<file path="src/usb_host_state_control_consts.vh">
/*
  Constants for the host controller state and identification registers:
  command codes, field positions, reset values and timing figures.
  Assumes it is included by bare name from the design files under src/.
*/
`ifndef USB_HOST_STATE_CONTROL_CONSTS_VH
`define USB_HOST_STATE_CONTROL_CONSTS_VH

// ==========================================================
// Command codes (read / write)
`define CMD_RD_VERSION      8'h00
`define CMD_RD_CONTROL      8'h01
`define CMD_WR_CONTROL      8'h81
`define CMD_RD_INT_STATUS   8'h03
`define CMD_WR_INT_STATUS   8'h83
`define CMD_DIR_BIT         7

// ==========================================================
// Version register
`define VERSION_LSB         0
`define VERSION_MSB         7
`define VERSION_W           8

// ==========================================================
// Control register fields
`define FS_LSB              6
`define FS_MSB              7
`define RWC_BIT             9
`define RWE_BIT             10
`define CONTROL_RESET       32'h0000_0000

// ==========================================================
// Functional state encodings
`define FS_BUS_RESET        2'h0
`define FS_BUS_RESUME       2'h1
`define FS_RUNNING          2'h2
`define FS_SUSPENDED        2'h3

// ==========================================================
// Interrupt status bits
`define FRAME_START_BIT     2
`define RESUME_SEEN_BIT     3

// ==========================================================
// Timing
`define CLK_PERIOD_NS       10
`define SOF_DELAY_NS        1000000
`define DATA_ZERO           32'h0000_0000

`endif

</file>
<file path="src/usb_host_state_control.v">
/*
  Operating mode control, version and resume/frame-start status registers
  of an embedded USB host controller, reached by read and write command codes.
  Assumes the command port is driven by same-clock bus logic, and that the
  downstream resume indication comes from another domain.
*/
// Functional notes
// - Version register returns BCD interface version in bits 7..0, zeros above.
// - Remote wake-up enable bit 10 changes only through driver writes and either reset, which clears it.
// - Enable set together with resume-seen flag raises remote wake-up to host.
// - Remote wake-up enable never affects interrupt generation.
// - Wake-up connected bit 9 cleared by hardware reset, kept on software reset.
// - State field bits 7..6: reset, resume, running, suspended; both resets force reset.
// - Entering running state starts frame-start packets 1 ms plus one clock later.
// - Hardware changes state field only while it holds suspended.
// - Resume from downstream port while suspended moves state to resume.
// - Hardware reset also resets root hub and drives port reset; software reset not.
// - Resume while suspended sets resume-seen flag, read 03H, cleared by write 83H.
`timescale 1ns/100ps
`include "usb_host_state_control_consts.vh"

module usb_host_state_control #(
  parameter SOF_DELAY_CYCLES = `SOF_DELAY_NS / `CLK_PERIOD_NS,
  parameter [7:0] VERSION_CODE = 8'h2_5  // Arbitrary value
) (
  input  wire        core_clk,
  input  wire        sys_rst,
  input  wire        soft_rst,
  input  wire        cmd_valid,
  input  wire [7:0]  cmd_code,
  input  wire [31:0] cmd_wdata,
  output reg  [31:0] cmd_rdata,
  output reg         cmd_rvalid,
  input  wire        port_resume_in,
  output wire [1:0]  functional_state,
  output wire        frame_gen_active,
  output wire        remote_wakeup_req,
  output wire        root_hub_reset
);

  // ==========================================================
  // Input synchroniser
  reg resume_meta_q;
  reg resume_sync_q;
  always @(posedge core_clk) begin
    resume_meta_q <= port_resume_in;
    resume_sync_q <= resume_meta_q;
  end

  // ==========================================================
  // Command decode
  // Read commands carry a clear direction bit
  function is_read;
    input       valid;
    input [7:0] code;
    begin
      is_read = valid && !code[`CMD_DIR_BIT];
    end
  endfunction

  wire rd_cmd     = is_read(cmd_valid, cmd_code);
  wire wr_control = cmd_valid && (cmd_code == `CMD_WR_CONTROL);
  wire wr_status  = cmd_valid && (cmd_code == `CMD_WR_INT_STATUS);

  // ==========================================================
  // Control register
  reg  [1:0]  state_q;
  reg         rwe_q;
  reg         rwc_q;
  reg         hub_reset_q;
  wire        resume_evt = (state_q == `FS_SUSPENDED) && resume_sync_q;

  always @(posedge core_clk) begin
    if (sys_rst) begin
      state_q     <= `FS_BUS_RESET;
      rwe_q       <= 1'b0;
      rwc_q       <= 1'b0;
      hub_reset_q <= 1'b1;
    end else if (soft_rst) begin
      state_q     <= `FS_BUS_RESET;
      rwe_q       <= 1'b0;
    end else begin
      if (wr_control) begin
        state_q <= cmd_wdata[`FS_MSB:`FS_LSB];
        rwe_q   <= cmd_wdata[`RWE_BIT];
        rwc_q   <= cmd_wdata[`RWC_BIT];
      end else if (resume_evt) begin
        state_q <= `FS_BUS_RESUME;
      end
      if (state_q != `FS_BUS_RESET)
        hub_reset_q <= 1'b0;
    end
  end

  // ==========================================================
  // Frame-start delay after entering running state
  reg [31:0] sof_cnt_q;
  reg        sof_on_q;
  reg [1:0]  prev_state_q;
  wire       enter_run = (state_q == `FS_RUNNING) && (prev_state_q != `FS_RUNNING);

  always @(posedge core_clk) begin
    if (sys_rst || soft_rst) begin
      prev_state_q <= `FS_BUS_RESET;
      sof_cnt_q    <= `DATA_ZERO;
      sof_on_q     <= 1'b0;
    end else begin
      prev_state_q <= state_q;
      if (state_q != `FS_RUNNING) begin
        sof_cnt_q <= `DATA_ZERO;
        sof_on_q  <= 1'b0;
      end else if (enter_run) begin
        sof_cnt_q <= 32'h0000_0001;
      end else if (!sof_on_q) begin
        if (sof_cnt_q >= SOF_DELAY_CYCLES[31:0])
          sof_on_q <= 1'b1;
        else
          sof_cnt_q <= sof_cnt_q + 32'h0000_0001;
      end
    end
  end
  wire sof_start = (state_q == `FS_RUNNING) && !enter_run && !sof_on_q &&
                   (sof_cnt_q >= SOF_DELAY_CYCLES[31:0]);

  // ==========================================================
  // Interrupt status flags; set wins over write-one clear
  reg resume_seen_q;
  reg frame_start_q;
  always @(posedge core_clk) begin
    if (sys_rst || soft_rst) begin
      resume_seen_q <= 1'b0;
      frame_start_q <= 1'b0;
    end else begin
      if (resume_evt)
        resume_seen_q <= 1'b1;
      else if (wr_status && cmd_wdata[`RESUME_SEEN_BIT])
        resume_seen_q <= 1'b0;
      if (sof_start)
        frame_start_q <= 1'b1;
      else if (wr_status && cmd_wdata[`FRAME_START_BIT])
        frame_start_q <= 1'b0;
    end
  end

  // ==========================================================
  // Read path, one cycle after the command
  reg [31:0] rd_d;
  always @* begin
    rd_d = `DATA_ZERO;
    case (cmd_code)
      `CMD_RD_VERSION: rd_d[`VERSION_MSB:`VERSION_LSB] = VERSION_CODE;
      `CMD_RD_CONTROL: begin
        rd_d[`FS_MSB:`FS_LSB] = state_q;
        rd_d[`RWC_BIT]        = rwc_q;
        rd_d[`RWE_BIT]        = rwe_q;
      end
      `CMD_RD_INT_STATUS: begin
        rd_d[`RESUME_SEEN_BIT] = resume_seen_q;
        rd_d[`FRAME_START_BIT] = frame_start_q;
      end
      default: rd_d = `DATA_ZERO;
    endcase
  end

  always @(posedge core_clk) begin
    if (sys_rst) begin
      cmd_rdata  <= `DATA_ZERO;
      cmd_rvalid <= 1'b0;
    end else begin
      cmd_rvalid <= rd_cmd;
      if (rd_cmd)
        cmd_rdata <= rd_d;
    end
  end

  // ==========================================================
  // Outputs; wake-up request feeds no interrupt logic
  assign functional_state  = state_q;
  assign frame_gen_active  = sof_on_q;
  assign remote_wakeup_req = rwe_q && resume_seen_q;
  assign root_hub_reset    = hub_reset_q;

endmodule // usb_host_state_control

</file>
<file path="config.mk">
export PLATFORM = sky130hd
export DESIGN_NAME = usb_host_state_control
export DESIGN_NICKNAME = d
export VERILOG_FILES = /design/src/usb_host_state_control.v
export VERILOG_INCLUDE_DIRS = /design/src /design/src/src
export SDC_FILE = /design/constraint.sdc
export NUM_CORES = 1
export LEC_CHECK = 0
export ABC_AREA = 1
export BUFFER_PORTS_ARGS = -buffer_cell sky130_fd_sc_hd__buf_2
export CORE_MARGIN = 4
export CORE_UTILIZATION = 50
export CTS_CLUSTER_SIZE = 12
export DETAILED_ROUTE_END_ITERATION = 8
export GPL_TIMING_DRIVEN = 0
export PLACE_DENSITY = 0.83
export SYNTH_ARGS = -nofsm -noshare
export SYNTH_HDL_FRONTEND = slang
export SYNTH_SLANG_ARGS = --single-unit
</file>
<file path="constraint.sdc">
create_clock -name core_clk -period 1.6 [get_ports core_clk]
set_input_delay 0.32 -clock core_clk [delete_from_list [all_inputs] [get_ports core_clk]]
set_output_delay 0.32 -clock core_clk [all_outputs]
set_load 0.005 [all_outputs]
</file>
# --- Word level (Yosys, flattened, before mapping) ---
# Index checks and enable logic that the tools add are counted.
totals:
  ff_bits: 55
  latch_bits: 0
  ramBits: 0
  romBits: 0
  output_inout_bits: 38
  elab_cells: 72
  mem_count: 0
classes:
  addsub: 1
  n_mul: 0
  n_div: 0
  magnitude_cmp: 1
  eq_ne: 10
  shifts: 0
  mux: 16
  bitwise_logic: 3
  n_reduce_logical: 27
op_table:
  columns: ["operator", "count"]
  rows:
  - ["$add 32x1->32 const B", 1]
  - ["$ge 32x17->1 const B", 1]
  - ["$eq 8x8->1 const B", 2]
  - ["$logic_and 1x1->1", 11]
  - ["$mux 1", 10]
  - ["$mux 2", 5]
  - ["$eq 8x1->1 const B", 1]
  - ["$eq 8x2->1 const B", 1]
  - ["$logic_not 8->1", 1]
  - ["$reduce_and 2->1", 4]
  - ["$reduce_bool 2->1", 4]
  - ["$ne 2x2->1 const B", 3]
  - ["$eq 2x2->1 const B", 2]
  - ["$pmux 2 s2", 1]
  - ["$reduce_or 2->1", 2]
  - ["$logic_not 1->1", 3]
  - ["$not 1->1", 3]
  - ["$reduce_or 3->1", 1]
  - ["$ne 2x1->1 const B", 1]
  - ["$logic_or 1x1->1", 1]

# --- Longest topological paths before layout ---
logic_depth:
  depth_word: 7
  depth_mapped: 10

# --- Least setup slack after synthesis ---
# Ideal clock, no wire load.
synth_timing:
  kind: "reg2reg"
  start: "reg sof_cnt_q[0]"
  end: "reg sof_cnt_q[14]"
  setup_time_ns: 0.120
  arrival_time_ns: 1.239
  required_time_ns: 1.480
  slack_ns: 0.241
  stages_incl_launch_ff: 8
  synth_period_minus_slack_ns: 1.359
  cell_sequence: "dfxtp_1 -> ha_1 -> nand3_1 -> nor2_1 -> nand3_1 -> xor2_1 -> nand2_1 -> a21oi_2"
synth_between:
  elab_chain_len: 3
synth_rtl:
  columns: ["element", "line", "text"]
  rows:
  - ["start: declaration", "usb_host_state_control.v:97", "reg [31:0] sof_cnt_q;"]
  - ["start signal: assignment", "usb_host_state_control.v:105", "sof_cnt_q <= `DATA_ZERO;"]
  - ["start signal: assignment", "usb_host_state_control.v:110", "sof_cnt_q <= `DATA_ZERO;"]
  - ["start signal: assignment", "usb_host_state_control.v:118", "sof_cnt_q <= sof_cnt_q + 32'h0000_0001;"]
  - ["$ge 32x17->1", "usb_host_state_control.v:115", "if (sof_cnt_q >= SOF_DELAY_CYCLES[31:0])"]
  - ["$not 1->1 (no source line)", null, null]
  - ["$reduce_and 2->1 (no source line)", null, null]
# Several ways; a longest one is shown, not always the timed one.
# A chain may end at the register's enable or synchronous reset.

# --- Worst setup path after layout ---
# Ends and elaborated chain as after synthesis.

==> flow_summary.ini <==
[clock_network]
post-cts-setup-buffers = 0
worstSkewPairLatency_ns = 0.32
path_clk_slew_ns = 0.09
hold_buffers = 0
cts_buffer_depth = 2
cts.sinks = 52
cts_tree = built
cts_buffers = 5
cts.htree.levels = 2
cts_root_buf = clkbuf_8

[timing]
rsz0062_at_grt = false
period_share_pct = 93.9
setup_ws_ns = 0.0973
fin_crit_ns = 1.50
hold_viol_final = 0
max_freq_mhz = 665
fin_tns_setup_ns = 0
fin_skew_ns = 0.00938
final_max_slew_viol_count = 0
finalSetupViolations = 0

[global_routing]
grt_max_degree = 19
grt_pass1_wl_mm = 7.75
grt_antenna_before_repair = 0
grtUsageTotal_pct = 15.5
grt_pass1_vias = 1843
grt-ovfl-total = 0

[floorplanning]
io_pins = 83
die_x_um = 79.1
start_util_pct = 52.4
rows = 25
die_h_um = 79.1
die-area_um2 = 6250
core_um2 = 4820

[routing]
via_per_inst = 4.45
wl_mm = 4.65
firstDrtPassIters = 4
met1_length_mm = 2.02
ant_nets = 0
top_layer_used = met4
wl_per_cell_um = 9.95
first_iter_violations = 154
met2_length_mm = 2.26
via_count = 2078
wl_met3_um = 283
drc = 0

[run]
cap_violations = 0

[synthesis]
synth_cells = 337
synth_cell_types = 30
synth.area.top_cells = dfxtp_1, nand2_1, nor2_1
synth_flop_cell = dfxtp_1
syn_area_um2 = 2530
synth_top_area_share_pct = 41.2
synthArstFlopShare_pct = 0
ys_seq_area_share_pct = 41.2
ys_ff_latch = 52
synth_edf_count = 0
syn_area_per_cell_um2 = 7.50
yosysTopAreaCell = dfxtp_1
yosysWarnings = 0

[finish]
finalNonFillerCells = 467
diodes = 0
layout-drive-gt1-share_pct = 27.8
nets = 446
mostFrequentLayoutCell = nand2_1
mostFrequentLayoutCells = nand2_1, nor2_1, dfxtp_1, inv_1, buf_2
syn_to_final_growth_pct = 17.4
n_fill_cell = 441

[place]
place_congestion = 0.878
dpl.hpwl_mm = 3.55
dpl.cell_count = 459
dpl_worst_slack_ns = 0.0247
io_buffers = 32

[worst_setup_path]
required_ns = 1.85
criticalPathCategory = reg -> reg
rrSetupSlack_ns = 0.1
crit_arrival_ns = 1.75
start_kind = flop
crit_fanout = 5
end_kind = flop

[hold_path]
hp-class = in -> reg

[power]
powerDensity_nw_per_um2 = 750
leakagePower_uw = 0.00130
ir_drop_mv = 0.506

[status]
outcome = finished clean
## where the power goes
part | total [uW] | switching [uW] | internal, uW
clock | 784 | 463 | 321
sequential | 1310 | 5.89 | 1310
combinational | 129 | 57.1 | 71.6
## Yosys cell counts (2+ instances only)
cell type and count:
nand2_1 61, nor2_1 53, dfxtp_1 52, inv_1 38, buf_4 26, a21oi_1 16, nand2_2 15, nand3_1 12
o21ai_0 12, a21oi_2 11, xor2_1 9, inv_2 5, xnor2_1 5, buf_2 3, ha_1 2, nand4_1 2
nor3_1 2
## stage by stage
stage	cell area, um^2	utilization, %	total power, uW	hold slack [ns]
after floorplan	2610	-	1430	0.310
after global placement	2860	59.3	1470	0.311
after detailed placement	2860	59.3	1470	0.326
after CTS	2960	61.4	2250	0.103
after global routing	2970	61.6	2320	0.0984
final	2970	61.6	2230	0.109
## cells by family after synthesis
kind of cell / synth area share (%)
xor+xnor: 4.85
compound gates: 10.4
flops: 41.2
other cells: 0.148
fa+ha+maj: 0.990
simple gates: 26.4
buf+inv: 16.0
## sequential cells by signal (all words and copies together), names as in the netlist, 2 cells and up
register / flops
functional_state: 2
cmd_rdata: 7
sof_cnt_q: 32
prev_state_q: 2
## worst max-delay path, cell delays in order (launching register included)
cell and delay, ns:
dfxtp_1 0.42, ha_1 0.27, nand3_2 0.16, nor2_4 0.15, nand3_1 0.10, xor2_1 0.14
nand2_1 0.09, a21oi_2 0.11
## final timing paths
check / startpoint / endpoint / cells past startpoint
max: sof_cnt_q[0]$_SDFFE_PP0P_ / sof_cnt_q[14]$_SDFFE_PP0P_ / 7
min: port_resume_in / resume_meta_q$_DFF_P_ / 1
max reg2reg: sof_cnt_q[0]$_SDFFE_PP0P_ / sof_cnt_q[14]$_SDFFE_PP0P_ / 7
min reg2reg: resume_meta_q$_DFF_P_ / resume_sync_q$_DFF_P_ / 0
## repair_timing
item | CTS | global route
gates resized for setup | 1 | 3
hold endpoints to repair | 0 | 0
setup endpoints to repair | 1 | 9
## final cells by class
| class | instances | area (um^2) | share of cell area (%) |
|---|---|---|---|
| inverters | 44 | 170 | 5.74 |
| multi-input cells | 233 | 1180 | 39.8 |
| plain buffers | 31 | 234 | 7.89 |
| clock inverters | 3 | 27.5 | 0.928 |
| clock buffers | 5 | 68.8 | 2.32 |
| well taps | 67 | 83.8 | 2.83 |
| repair buffers | 32 | 160 | 5.40 |
| flip-flops and latches | 52 | 1040 | 35.1 |
## metal layers
layer | vias to the layer above | GRT usage [%]
li1 | 1112 | -
met1 | 917 | 17.5
met2 | 40 | 26.8
met3 | 9 | 4.76
met5 | - | 0
met4 | 0 | 6.70
Note: power is estimated with default switching activity, not from simulation.
